[src/core/slec_pkg.sv]
// Package for the lane error status bank: register map, field layout, types
package slec_pkg;

	// ------------------------------------------------------------
	// Sizes
	// ------------------------------------------------------------
	localparam int NUM_LINKS = 2;
	localparam int NUM_LANES = 8;
	localparam int CNT_W     = 8;
	localparam int ADDR_W    = 16;
	localparam int DATA_W    = 32;
	localparam int IDX_W     = 12;
	localparam int PAGE_W    = 1;
	localparam int IRQ_W     = 3;
	localparam int NUM_CNT   = NUM_LINKS * NUM_LANES * 2;

	// ------------------------------------------------------------
	// Register indices, byte address is four times the index
	// ------------------------------------------------------------
	localparam logic [IDX_W-1:0] IDX_LINK_PAGE = 12'h300;
	localparam logic [IDX_W-1:0] IDX_DESKEW    = 12'h46c;
	localparam logic [IDX_W-1:0] IDX_DISP      = 12'h46d;
	localparam logic [IDX_W-1:0] IDX_CODE      = 12'h46e;
	localparam logic [IDX_W-1:0] IDX_THRESH    = 12'h4f0;
	localparam logic [IDX_W-1:0] IDX_CTRL      = 12'h4f1;
	localparam logic [IDX_W-1:0] IDX_IRQ_STAT  = 12'h4f2;
	localparam logic [IDX_W-1:0] IDX_IRQ_MASK  = 12'h4f3;

	// ------------------------------------------------------------
	// Reset values and field positions
	// ------------------------------------------------------------
	localparam logic [CNT_W-1:0]     THRESH_RST   = 8'hff;
	localparam logic [NUM_LANES-1:0] LANE_RST     = 8'h00;
	localparam logic [CNT_W-1:0]     CNT_RST      = 8'h00;
	localparam logic [CNT_W-1:0]     CNT_MAX      = 8'hff;
	localparam logic [CNT_W-1:0]     CNT_ONE      = 8'h01;
	localparam logic [PAGE_W-1:0]    PAGE_RST     = 1'h0;
	localparam logic [IRQ_W-1:0]     IRQ_RST      = 3'h0;
	localparam int                   CTRL_CLR_BIT = 0;
	localparam int                   IRQ_DISP_BIT = 0;
	localparam int                   IRQ_CODE_BIT = 1;
	localparam int                   IRQ_DSK_BIT  = 2;
	localparam logic [1:0]           RESP_OKAY    = 2'h0;
	localparam logic [1:0]           RESP_SLVERR  = 2'h2;

	// ------------------------------------------------------------
	// Types
	// ------------------------------------------------------------
	typedef struct packed {
		logic [NUM_LANES-1:0] deskew_ok;
		logic [NUM_LANES-1:0] disp_err;
		logic [NUM_LANES-1:0] code_err;
	} slec_lane_evt_t;

	typedef enum logic [1:0] {
		WR_IDLE = 2'b01,
		WR_RESP = 2'b10
	} slec_wr_state_t;

	function automatic logic [ADDR_W-1:0] byte_addr(input logic [IDX_W-1:0] idx);
		return {2'h0, idx, 2'h0};
	endfunction : byte_addr

endpackage : slec_pkg

[src/core/slec_err_counters.sv]
// Saturating per-lane error counters with threshold flags
`timescale 1ns/1ps
module slec_err_counters
	import slec_pkg::*;
(
	input  wire logic               clk_i,
	input  wire logic               rstn_i,
	input  wire logic               clr_i,
	input  wire logic [CNT_W-1:0]   thresh_i,
	input  wire logic [NUM_CNT-1:0] err_i,
	output logic      [NUM_CNT-1:0] flag_o
);

	logic [CNT_W-1:0] cnt_r [NUM_CNT];
	logic [NUM_CNT-1:0] flag_r;

	assign flag_o = flag_r;

	// ------------------------------------------------------------
	// Counters
	// ------------------------------------------------------------
	// Saturate rather than wrap so a flag never drops on overflow
	for (genvar i = 0; i < NUM_CNT; i++)
	begin : g_cnt
		wire logic [CNT_W-1:0] cnt_nxt = (cnt_r[i] == CNT_MAX) ? CNT_MAX : cnt_r[i] + CNT_ONE;
		wire logic [CNT_W-1:0] base    = clr_i ? CNT_RST : cnt_r[i];

		always_ff @(posedge clk_i or negedge rstn_i)
		begin
			if (!rstn_i)
			begin
				cnt_r[i]  <= CNT_RST;
				flag_r[i] <= 1'b0;
			end
			else
			begin
				cnt_r[i]  <= err_i[i] ? (clr_i ? CNT_ONE : cnt_nxt) : base;
				flag_r[i] <= (cnt_r[i] >= thresh_i);
			end
		end
	end

endmodule : slec_err_counters

[src/core/slec_status_bank.sv]
// Top of the lane error status bank with its AXI4-Lite register slave
`timescale 1ns/1ps
module slec_status_bank
	import slec_pkg::*;
(
	input  wire logic                           SYS_CLK_I,
	input  wire logic                           RESETN_I,
	input  wire slec_lane_evt_t [NUM_LINKS-1:0] LANE_EVT_I,
	input  wire logic [ADDR_W-1:0]              S_AXI_AWADDR_I,
	input  wire logic                           S_AXI_AWVALID_I,
	output logic                                S_AXI_AWREADY_O,
	input  wire logic [DATA_W-1:0]              S_AXI_WDATA_I,
	input  wire logic [3:0]                     S_AXI_WSTRB_I,
	input  wire logic                           S_AXI_WVALID_I,
	output logic                                S_AXI_WREADY_O,
	output logic [1:0]                          S_AXI_BRESP_O,
	output logic                                S_AXI_BVALID_O,
	input  wire logic                           S_AXI_BREADY_I,
	input  wire logic [ADDR_W-1:0]              S_AXI_ARADDR_I,
	input  wire logic                           S_AXI_ARVALID_I,
	output logic                                S_AXI_ARREADY_O,
	output logic [DATA_W-1:0]                   S_AXI_RDATA_O,
	output logic [1:0]                          S_AXI_RRESP_O,
	output logic                                S_AXI_RVALID_O,
	input  wire logic                           S_AXI_RREADY_I,
	output logic                                IRQ_O
);

	// ------------------------------------------------------------
	// Declarations
	// ------------------------------------------------------------
	slec_wr_state_t                 wr_state_r;
	logic                           awready_r;
	logic                           wready_r;
	logic                           bvalid_r;
	logic [1:0]                     bresp_r;
	logic                           arready_r;
	logic                           rvalid_r;
	logic [1:0]                     rresp_r;
	logic [DATA_W-1:0]              rdata_r;
	logic                           aw_got_r;
	logic                           w_got_r;
	logic [ADDR_W-1:0]              awaddr_r;
	logic [DATA_W-1:0]              wdata_r;
	logic [3:0]                     wstrb_r;
	logic [PAGE_W-1:0]              page_r;
	logic [CNT_W-1:0]               thresh_r;
	logic                           cnt_clr_r;
	logic [IRQ_W-1:0]               irq_stat_r;
	logic [IRQ_W-1:0]               irq_stat_nxt;
	logic [IRQ_W-1:0]               irq_mask_r;
	logic                           irq_r;
	logic [NUM_LANES-1:0]           deskew_r [NUM_LINKS];
	logic [NUM_LINKS*NUM_LANES-1:0] disp_prev_r;
	logic [NUM_LINKS*NUM_LANES-1:0] code_prev_r;
	logic [NUM_LINKS*NUM_LANES-1:0] dsk_prev_r;
	logic [NUM_CNT-1:0]             err_vec;
	logic [NUM_CNT-1:0]             flag_vec;
	logic [NUM_LINKS*NUM_LANES-1:0] disp_all;
	logic [NUM_LINKS*NUM_LANES-1:0] code_all;
	logic [NUM_LINKS*NUM_LANES-1:0] dsk_all;

	// ------------------------------------------------------------
	// Output drive
	// ------------------------------------------------------------
	assign S_AXI_AWREADY_O = awready_r;
	assign S_AXI_WREADY_O  = wready_r;
	assign S_AXI_BVALID_O  = bvalid_r;
	assign S_AXI_BRESP_O   = bresp_r;
	assign S_AXI_ARREADY_O = arready_r;
	assign S_AXI_RVALID_O  = rvalid_r;
	assign S_AXI_RRESP_O   = rresp_r;
	assign S_AXI_RDATA_O   = rdata_r;
	assign IRQ_O           = irq_r;

	// ------------------------------------------------------------
	// Per-lane counters
	// ------------------------------------------------------------
	// Counter slots: disparity of all links first, then code table
	for (genvar k = 0; k < NUM_LINKS; k++)
	begin : g_link
		assign err_vec[k*NUM_LANES +: NUM_LANES]                       = LANE_EVT_I[k].disp_err;
		assign err_vec[(NUM_LINKS+k)*NUM_LANES +: NUM_LANES]           = LANE_EVT_I[k].code_err;
		assign disp_all[k*NUM_LANES +: NUM_LANES]                      = flag_vec[k*NUM_LANES +: NUM_LANES];
		assign code_all[k*NUM_LANES +: NUM_LANES]                      = flag_vec[(NUM_LINKS+k)*NUM_LANES +: NUM_LANES];
		assign dsk_all[k*NUM_LANES +: NUM_LANES]                       = deskew_r[k];

		always_ff @(posedge SYS_CLK_I or negedge RESETN_I)
		begin
			if (!RESETN_I)
				deskew_r[k] <= LANE_RST;
			else
				deskew_r[k] <= LANE_EVT_I[k].deskew_ok;
		end
	end

	slec_err_counters u_counters (
		.clk_i    (SYS_CLK_I),
		.rstn_i   (RESETN_I),
		.clr_i    (cnt_clr_r),
		.thresh_i (thresh_r),
		.err_i    (err_vec),
		.flag_o   (flag_vec)
	);

	// ------------------------------------------------------------
	// Functions
	// ------------------------------------------------------------
	// One link's lanes out of a vector that holds all links side by side
	function automatic logic [NUM_LANES-1:0] page_sel(input logic [NUM_LINKS*NUM_LANES-1:0] vec,
	                                                  input logic [PAGE_W-1:0]              page);
		return vec[page*NUM_LANES +: NUM_LANES];
	endfunction : page_sel

	// ------------------------------------------------------------
	// Paged status view
	// ------------------------------------------------------------
	wire logic [NUM_LANES-1:0] page_deskew = page_sel(dsk_all, page_r);
	wire logic [NUM_LANES-1:0] page_disp   = page_sel(disp_all, page_r);
	wire logic [NUM_LANES-1:0] page_code   = page_sel(code_all, page_r);

	// ------------------------------------------------------------
	// Read decode
	// ------------------------------------------------------------
	wire logic rd_page   = (S_AXI_ARADDR_I == byte_addr(IDX_LINK_PAGE));
	wire logic rd_deskew = (S_AXI_ARADDR_I == byte_addr(IDX_DESKEW));
	wire logic rd_disp   = (S_AXI_ARADDR_I == byte_addr(IDX_DISP));
	wire logic rd_code   = (S_AXI_ARADDR_I == byte_addr(IDX_CODE));
	wire logic rd_thresh = (S_AXI_ARADDR_I == byte_addr(IDX_THRESH));
	wire logic rd_ctrl   = (S_AXI_ARADDR_I == byte_addr(IDX_CTRL));
	wire logic rd_istat  = (S_AXI_ARADDR_I == byte_addr(IDX_IRQ_STAT));
	wire logic rd_imask  = (S_AXI_ARADDR_I == byte_addr(IDX_IRQ_MASK));
	wire logic rd_hit    = rd_page | rd_deskew | rd_disp | rd_code | rd_thresh | rd_ctrl | rd_istat | rd_imask;

	// Lane n lands on bit n, lane 7 on the top bit of the low byte
	wire logic [DATA_W-1:0] rd_mux =
		rd_page   ? {{(DATA_W-PAGE_W){1'b0}}, page_r}         :
		rd_deskew ? {{(DATA_W-NUM_LANES){1'b0}}, page_deskew} :
		rd_disp   ? {{(DATA_W-NUM_LANES){1'b0}}, page_disp}   :
		rd_code   ? {{(DATA_W-NUM_LANES){1'b0}}, page_code}   :
		rd_thresh ? {{(DATA_W-CNT_W){1'b0}}, thresh_r}        :
		rd_ctrl   ? {DATA_W{1'b0}}                            : // Clear bit is a strobe, reads zero
		rd_istat  ? {{(DATA_W-IRQ_W){1'b0}}, irq_stat_r}      :
		rd_imask  ? {{(DATA_W-IRQ_W){1'b0}}, irq_mask_r}      :
		{DATA_W{1'b0}};

	wire logic ar_hs = S_AXI_ARVALID_I & arready_r;
	wire logic r_hs  = rvalid_r & S_AXI_RREADY_I;

	// ------------------------------------------------------------
	// Read channel
	// ------------------------------------------------------------
	// One read in flight; address is not taken again until data leaves
	always_ff @(posedge SYS_CLK_I or negedge RESETN_I)
	begin
		if (!RESETN_I)
		begin
			arready_r <= 1'b1;
			rvalid_r  <= 1'b0;
			rresp_r   <= RESP_OKAY;
			rdata_r   <= {DATA_W{1'b0}};
		end
		else if (ar_hs)
		begin
			arready_r <= 1'b0;
			rvalid_r  <= 1'b1;
			rresp_r   <= rd_hit ? RESP_OKAY : RESP_SLVERR;
			rdata_r   <= rd_mux;
		end
		else if (r_hs)
		begin
			arready_r <= 1'b1;
			rvalid_r  <= 1'b0;
		end
	end

	// ------------------------------------------------------------
	// Write channel
	// ------------------------------------------------------------
	wire logic aw_hs  = S_AXI_AWVALID_I & awready_r;
	wire logic w_hs   = S_AXI_WVALID_I & wready_r;
	wire logic wr_go  = (wr_state_r == WR_IDLE) & aw_got_r & w_got_r;
	wire logic b_hs   = bvalid_r & S_AXI_BREADY_I;
	wire logic wr_lo  = wstrb_r[0];

	wire logic wr_page   = (awaddr_r == byte_addr(IDX_LINK_PAGE));
	wire logic wr_thresh = (awaddr_r == byte_addr(IDX_THRESH));
	wire logic wr_ctrl   = (awaddr_r == byte_addr(IDX_CTRL));
	wire logic wr_istat  = (awaddr_r == byte_addr(IDX_IRQ_STAT));
	wire logic wr_imask  = (awaddr_r == byte_addr(IDX_IRQ_MASK));
	wire logic wr_ro     = (awaddr_r == byte_addr(IDX_DESKEW)) | (awaddr_r == byte_addr(IDX_DISP))
	                     | (awaddr_r == byte_addr(IDX_CODE));
	wire logic wr_hit    = wr_page | wr_thresh | wr_ctrl | wr_istat | wr_imask | wr_ro;
	wire logic wr_do     = wr_go & wr_lo;

	// Address and data are held independently so either may come first
	always_ff @(posedge SYS_CLK_I or negedge RESETN_I)
	begin
		if (!RESETN_I)
		begin
			aw_got_r <= 1'b0;
			awaddr_r <= {ADDR_W{1'b0}};
			awready_r <= 1'b1;
		end
		else if (aw_hs)
		begin
			aw_got_r  <= 1'b1;
			awaddr_r  <= S_AXI_AWADDR_I;
			awready_r <= 1'b0;
		end
		else if (wr_go)
			aw_got_r <= 1'b0;
		else if (b_hs)
			awready_r <= 1'b1;
	end

	always_ff @(posedge SYS_CLK_I or negedge RESETN_I)
	begin
		if (!RESETN_I)
		begin
			w_got_r  <= 1'b0;
			wdata_r  <= {DATA_W{1'b0}};
			wstrb_r  <= 4'h0;
			wready_r <= 1'b1;
		end
		else if (w_hs)
		begin
			w_got_r  <= 1'b1;
			wdata_r  <= S_AXI_WDATA_I;
			wstrb_r  <= S_AXI_WSTRB_I;
			wready_r <= 1'b0;
		end
		else if (wr_go)
			w_got_r <= 1'b0;
		else if (b_hs)
			wready_r <= 1'b1;
	end

	always_ff @(posedge SYS_CLK_I or negedge RESETN_I)
	begin
		if (!RESETN_I)
		begin
			wr_state_r <= WR_IDLE;
			bvalid_r   <= 1'b0;
			bresp_r    <= RESP_OKAY;
		end
		else
		begin
			case (wr_state_r)
				WR_IDLE:
				begin
					if (wr_go)
					begin
						bvalid_r   <= 1'b1;
						bresp_r    <= wr_hit ? RESP_OKAY : RESP_SLVERR;
						wr_state_r <= WR_RESP;
					end
				end
				WR_RESP:
				begin
					if (b_hs)
					begin
						bvalid_r   <= 1'b0;
						wr_state_r <= WR_IDLE;
					end
				end
				default:
				begin
					bvalid_r   <= 1'b0;
					wr_state_r <= WR_IDLE;
				end
			endcase
		end
	end

	// ------------------------------------------------------------
	// Control registers
	// ------------------------------------------------------------
	always_ff @(posedge SYS_CLK_I or negedge RESETN_I)
	begin
		if (!RESETN_I)
		begin
			page_r     <= PAGE_RST;
			thresh_r   <= THRESH_RST;
			irq_mask_r <= IRQ_RST;
			cnt_clr_r  <= 1'b0;
		end
		else
		begin
			if (wr_do & wr_page)
				page_r <= wdata_r[PAGE_W-1:0];
			if (wr_do & wr_thresh)
				thresh_r <= wdata_r[CNT_W-1:0];
			if (wr_do & wr_imask)
				irq_mask_r <= wdata_r[IRQ_W-1:0];
			// Clear is a single pulse; the bit always reads back zero
			cnt_clr_r <= wr_do & wr_ctrl & wdata_r[CTRL_CLR_BIT];
		end
	end

	// ------------------------------------------------------------
	// Interrupts
	// ------------------------------------------------------------
	// Events are edges over every link, not only the paged one
	wire logic ev_disp = |(disp_all & ~disp_prev_r);
	wire logic ev_code = |(code_all & ~code_prev_r);
	wire logic ev_dsk  = |(dsk_prev_r & ~dsk_all);

	wire logic [IRQ_W-1:0] irq_ev  = {ev_dsk, ev_code, ev_disp};
	wire logic [IRQ_W-1:0] irq_clr = (wr_do & wr_istat) ? wdata_r[IRQ_W-1:0] : IRQ_RST;

	// A new event beats a clear in the same cycle
	assign irq_stat_nxt = (irq_stat_r & ~irq_clr) | irq_ev;

	always_ff @(posedge SYS_CLK_I or negedge RESETN_I)
	begin
		if (!RESETN_I)
		begin
			irq_stat_r  <= IRQ_RST;
			irq_r       <= 1'b0;
			disp_prev_r <= '0;
			code_prev_r <= '0;
			dsk_prev_r  <= '0;
		end
		else
		begin
			irq_stat_r  <= irq_stat_nxt;
			irq_r       <= |(irq_stat_nxt & irq_mask_r);
			disp_prev_r <= disp_all;
			code_prev_r <= code_all;
			dsk_prev_r  <= dsk_all;
		end
	end

endmodule : slec_status_bank

[config.mk]
export PLATFORM = sky130hd
export DESIGN_NAME = slec_status_bank
export DESIGN_NICKNAME = d
export VERILOG_FILES = /design/src/core/slec_pkg.sv /design/src/core/slec_err_counters.sv /design/src/core/slec_status_bank.sv
export SDC_FILE = /design/constraint.sdc
export NUM_CORES = 1
export LEC_CHECK = 0
export BUFFER_PORTS_ARGS = -buffer_cell sky130_fd_sc_hd__buf_2
export CELL_PAD_IN_SITES_DETAIL_PLACEMENT = 0
export CELL_PAD_IN_SITES_GLOBAL_PLACEMENT = 1
export CORE_UTILIZATION = 44
export CTS_CLUSTER_DIAMETER = 40
export DETAILED_ROUTE_END_ITERATION = 8
export HOLD_SLACK_MARGIN = 0.15
export PLACE_DENSITY_LB_ADDON = 0.08
export SLEW_MARGIN = 25
export SYNTH_ARGS = -nofsm -noshare
export SYNTH_HDL_FRONTEND = slang
export SYNTH_SLANG_ARGS = --single-unit
[constraint.sdc]
create_clock -name SYS_CLK_I -period 2.2 [get_ports SYS_CLK_I]
set_input_delay 0.33 -clock SYS_CLK_I [delete_from_list [all_inputs] [get_ports SYS_CLK_I]]
set_output_delay 0.33 -clock SYS_CLK_I [all_outputs]
set_load 0.05 [all_outputs]
### Word level (Yosys, flattened, before mapping)

Index checks and enable logic that the tools add are counted.

| storage, ports and cells | value |
|---|---|
| bits in registers | 439 |
| bits of input ports | 123 |
| output and inout bits | 42 |
| word-level logic and storage cells | 418 |

| operators by class | value |
|---|---|
| add/sub/neg operators | 32 |
| magnitude comparators | 32 |
| equality and inequality tests | 54 |
| shift operators | 3 |
| mux-type cells | 125 |
| bitwise operators | 38 |
| reduce and logical (&&, ||, !) cells | 45 |

Operator list:

| cell | number |
|---|---|
| $mux 8 | 102 |
| $add 8x1->8 const B | 32 |
| $eq 8x8->1 const B | 32 |
| $ge 8x8->1 | 32 |
| $eq 16x13->1 const B | 14 |
| $reduce_bool 2->1 | 37 |
| $and 16x16->16 | 3 |
| $not 16->16 | 3 |
| $reduce_or 16->1 | 3 |
| $shiftx 16x5->8 | 3 |
| $eq 16x12->1 const B | 2 |
| $and 1x1->1 | 14 |
| $or 1x1->1 | 14 |
| $mux 1 | 13 |
| $mux 3 | 4 |
| $mux 2 | 4 |
| $ne 2x2->1 const B | 4 |
| $reduce_and 2->1 | 4 |
| $and 3x3->3 | 2 |
| $pmux 2 s2 | 1 |
| $not 3->3 | 1 |
| $or 3x3->3 | 1 |
| $reduce_or 3->1 | 1 |
| $eq 2x1->1 const B | 1 |
| 2 further kinds | 2 |

### Logic depth before layout (Yosys ltp)

| depth | value |
|---|---|
| depth in word-level cells | 11 |
| mapped depth | 8 |
| mapped depth without buffers | 8 |

### By module

A second synthesis with hierarchy kept.

| second synthesis, totals | value |
|---|---|
| cells, all modules | 2492 |
| area, all modules | 24328.3 um^2 |

By module, submodules not included:

| module | instances | cells each | area an instance (um^2) | seq. area each (um^2) |
|---|---|---|---|---|
| slec_err_counters | 1 | 2065 | 19044.5 | 7206.9 |
| slec_status_bank | 1 | 427 | 5283.8 | 3118.0 |

### Least setup slack after synthesis

OpenSTA, ideal clock, no wires.

| timing path | value |
|---|---|
| path kind | register to register |
| start | reg wr_state_r[1] |
| end | reg irq_mask_r[0] |
| library setup time | 0.125 ns |
| arrival | 1.979 ns |
| path slack | 0.096 ns |
| cell stages (with the launch flop) | 6 |
| period minus slack after synthesis | 2.104 ns |
| cells stage by stage | dfrtp_1 nor2b_1 nand4_1 or3_1 nor2_1 mux2_2 |

| between the ends | value |
|---|---|
| word-level cells in the longest chain between the ends | 5 |

Ends and longest elaborated chain:

| element | RTL line | source |
|---|---|---|
| start, declared | slec_status_bank.sv:32 | `slec_wr_state_t wr_state_r;` |
| start signal, assigned | slec_status_bank.sv:243 | `wr_state_r <= WR_IDLE;` |
| start signal, assigned | slec_status_bank.sv:256 | `wr_state_r <= WR_RESP;` |
| start signal, assigned | slec_status_bank.sv:264 | `wr_state_r <= WR_IDLE;` |
| $eq 2x1->1 | slec_status_bank.sv:182 | `wire logic wr_go = (wr_state_r == WR_IDLE) & aw_got_r & w_got_r;` |
| $and 1x1->1 (2 in a row) | slec_status_bank.sv:182 |  |
| $and 1x1->1 | slec_status_bank.sv:194 | `wire logic wr_do = wr_go & wr_lo;` |
| $and 1x1->1 | slec_status_bank.sv:294 | `if (wr_do & wr_imask)` |
| end signal, assigned | slec_status_bank.sv:295 | `irq_mask_r <= wdata_r[IRQ_W-1:0];` |
| end, declared | slec_status_bank.sv:51 | `logic [IRQ_W-1:0] irq_mask_r;` |

Every way passes these cells.
A chain may end at the register's enable or synchronous reset.

### Worst setup path after layout

| timing path | value |
|---|---|
| start | reg thresh_r[0] |
| end | reg u_counters.flag_r[13], in the netlist u_counters.flag_o[13] |

| between the ends | value |
|---|---|
| word-level cells in the longest chain between the ends | 1 |

Ends and longest elaborated chain:

| element | RTL line | source |
|---|---|---|
| start, declared | slec_status_bank.sv:47 | `logic [CNT_W-1:0] thresh_r;` |
| start signal, assigned | slec_status_bank.sv:293 | `thresh_r <= wdata_r[CNT_W-1:0];` |
| $ge 8x8->1 | slec_err_counters.sv:38 | `flag_r[i] <= (cnt_r[i] >= thresh_i);` |
| end signal, assigned by index | slec_err_counters.sv:38 |  |
| end, declared | slec_err_counters.sv:15 | `logic [NUM_CNT-1:0] flag_r;` |

Every way passes these cells.

==> metrics.yaml <==
crit_slowest_cell: "dfstp_2"
synth-simple-area-share: 0.1872
fin_skew_ps: 27.09
dr.pass1.iters: 7
routabilityCongestion: 0.7967
cp.required_ps: 2680
synth_top_family_by_area: "simple AND/OR/NAND/NOR gates"
area_growth_pct: 22.78
power_leakage_nw: 13.54
cts_tree: "built"
synth-adder-area-share: 0.1470
async_flop_share: 1.000
die_w_um: 238.1
grt.total_usage: 0.2216
via_per_inst: 5.510
fin_area_sq_um: 30100
ios: 165
die_y_um: 238.1
hold_viol: 0
drive_gt1_frac: 0.1445
finish.utilization: 0.5464
drt_iter0_drc: 1065
worstPathMaxFanout: 15
fill_cells: 4953
rows: 86
p_seq_frac: 0.364
grt_setup_unrepaired: "true"
setup_viol: 0
grt_max_degree: 88
syn-mean-instance-area_sq_um: 9.618
slew_viol_final: 0
ant_nets: 0
initial_core_util: 0.4450
ys_ff_latch: 412
routed_wl_mm: 61.69
maxSlewHeadroom: 0.5411
overflow: 0
core_area_sq_um: 55090
cp_common_cell: "a21oi_1"
ys.flop_type: "dfrtp_1"
layout_common_cells: "dfrtp_1, nor2_1, ha_1, nand3_1, inv_1"
timing.fmax_ghz: 0.4704
synth-edff-count: 0
status: "finished, final reports clean"
slowest_delay_ps: 620
path_clk_slew_ps: 60
yosysSeqAreaShare: 0.4211
placed_area_sq_um: 26250
cts_buffers: 83
p_per_area_nw_per_um2: 1038
ir_worst_vdd_mv: 0.5409
clockPowerShare: 0.426
switching_share: 0.3152
num_vias: 19879
grt_pass1_vias: 19352
grt_pass1_wl_mm: 101.0
tightest_slew_ps: 686.6
cp.arrival_ps: 2600
power_mw: 31.24
mostFrequentLayoutCell: "dfrtp_1"
worstSetupPathType: "flop to flop"
endpoint_kind: "flop"
antenna_found_initial: 2
cts_root_buf: "clkbuf_16"
synth.area.mux_share: 0.05292
ys_warn_count: 0
netlist_area_sq_um: 24520
synth.distinct_cells: 52
clock_tree.buffer_depth: 3
min_period_over_period: 0.9662
wl_per_cell_um: 17.10
finalNetCount: 3203
p_switching_mw: 9.844
synth_compound_area_frac: 0.1455
synthXorXnorAreaFrac: 0
clock_latency_ps: 610
dp_hpwl_mm: 41.19
dieArea_sq_um: 56670
period_needed_ps: 2126
drc_errors: 0
crit_chain: "buf_12, ha_1, nand2b_1, a21oi_1, nor2b_1, o21ai_0, a21oi_1, o41a_1"
clock_sinks: 412
holdCritPathClass: "primary input to asynchronous set/reset pin"
power.internal_mw: 21.39
start_kind: "flop"
p_comb_frac: 0.209
drv_cap: 0
portBuffers: 111
h-tree-depth: 3
netlist_instances: 2549
cell type report:
class | count | area (sq um) | area share
repair buffers | 242 | 2046 | 0.06796
inverters | 165 | 619.3 | 0.02057
flip-flops and latches | 412 | 10330 | 0.3431
clock buffers | 106 | 2325 | 0.07723
multi-input cells | 1888 | 13190 | 0.4383
diodes | 2 | 5.005 | 0.0001663
clock inverters | 45 | 649.4 | 0.02157
well taps | 748 | 935.9 | 0.03109
per-layer routing:
layer,global-route usage,vias to the layer above,part of all wire
met5,0,-,0.00016
met4,0.07673,2,0.025
met3,0.03586,104,0.040
met2,0.3643,328,0.47
met1,0.2960,9570,0.47
li1,-,9875,-
cell families (layout without fill, tap and decap cells):
kind of cell             Yosys count  in the layout
buffers and inverters            274            558
other                              1             28
flip-flops                       412            412
adder cells (fa/ha/maj)          288            288
AO/OA/AOI/OAI                    532            532
multiplexers                     120            120
AND/OR/NAND/NOR                  922            922
registers in the layout (all words and copies together), names as in the netlist, 8 cells and up:
| signal | count |
|---|---|
| dsk_prev_r | 16 |
| deskew_r | 16 |
| u_counters.cnt_r | 256 |
| disp_prev_r | 16 |
| S_AXI_RDATA_O | 8 |
| code_prev_r | 16 |
| u_counters.flag_o | 32 |
| awaddr_r | 16 |
| thresh_r | 8 |
| wdata_r | 8 |
path summary, 6_finish.rpt:
path	endpoint	cells after the start	slack (ps)	start
max	u_counters.flag_o[13]	8	70	thresh_r[0]
max in group asynchronous	u_counters.cnt_r[100]	4	1160	RESETN_I
min	deskew_r[2]	2	240	RESETN_I
max reg2reg	u_counters.flag_o[13]	8	70	thresh_r[0]
min in group SYS_CLK_I	S_AXI_RRESP_O[1]	4	250	S_AXI_ARADDR_I[7]
min reg2reg	disp_prev_r[8]	0	400	u_counters.flag_o[8]
worst max-delay path: cells and delay by family, from the launching register on:
kind	cells	cell delay, ps
flip-flops	1	620
AO/OA/AOI/OAI	4	730
AND/OR/NAND/NOR	2	200
adder cells (fa/ha/maj)	1	250
buffers and inverters	1	210
power by group through the flow:
stage	Sequential (mW)	Clock [mW]	Combinational [mW]
2_1_floorplan	11.0	0	4.95
3_3_place_gp	11.4	0	6.15
3_5_place_dp	11.5	0	6.41
4_1_cts	11.4	13.6	6.60
5_1_grt	11.7	13.9	7.73
6_report	11.4	13.3	6.54
synth_stat cells (all sizes together) (39+ instances only):
master	n	area (sq um)
a311oi	61	534.3
nor3	93	481.7
nand2b	39	244.0
mux2i	43	430.4
clkbuf	74	277.8
a211oi	120	900.9
nand3	167	835.8
mux2	77	867.1
inv	165	619.3
a21oi	83	415.4
o21ai	167	835.8
nor2	302	1134
ha	288	3603
dfrtp	400	10010
nand4	68	440.4
nand2	101	379.1
and3	50	312.8
metrics by stage:
step	std cells	TNS, ps	hold slack, ps	setup slack (ps)
floorplan	2574	0	34.41	96.08
global placement	3372	0	272.3	52.70
detailed placement	3372	-2.443	275.3	-2.443
CTS	3605	0	218.2	3.370
global route	3607	-23.21	249.4	-15.53
finish	3608	0	235.2	74.35
repair_timing:
action / CTS / global route
resized for setup: 2 / 14
hold endpoints to repair: 575 / 0
endpoints found under the setup margin: 4 / 21
hold buffers: 82 / 0
pin swaps: 0 / 3
buffers inserted: 0 / 1
Power figures use the tool's default switching activity.
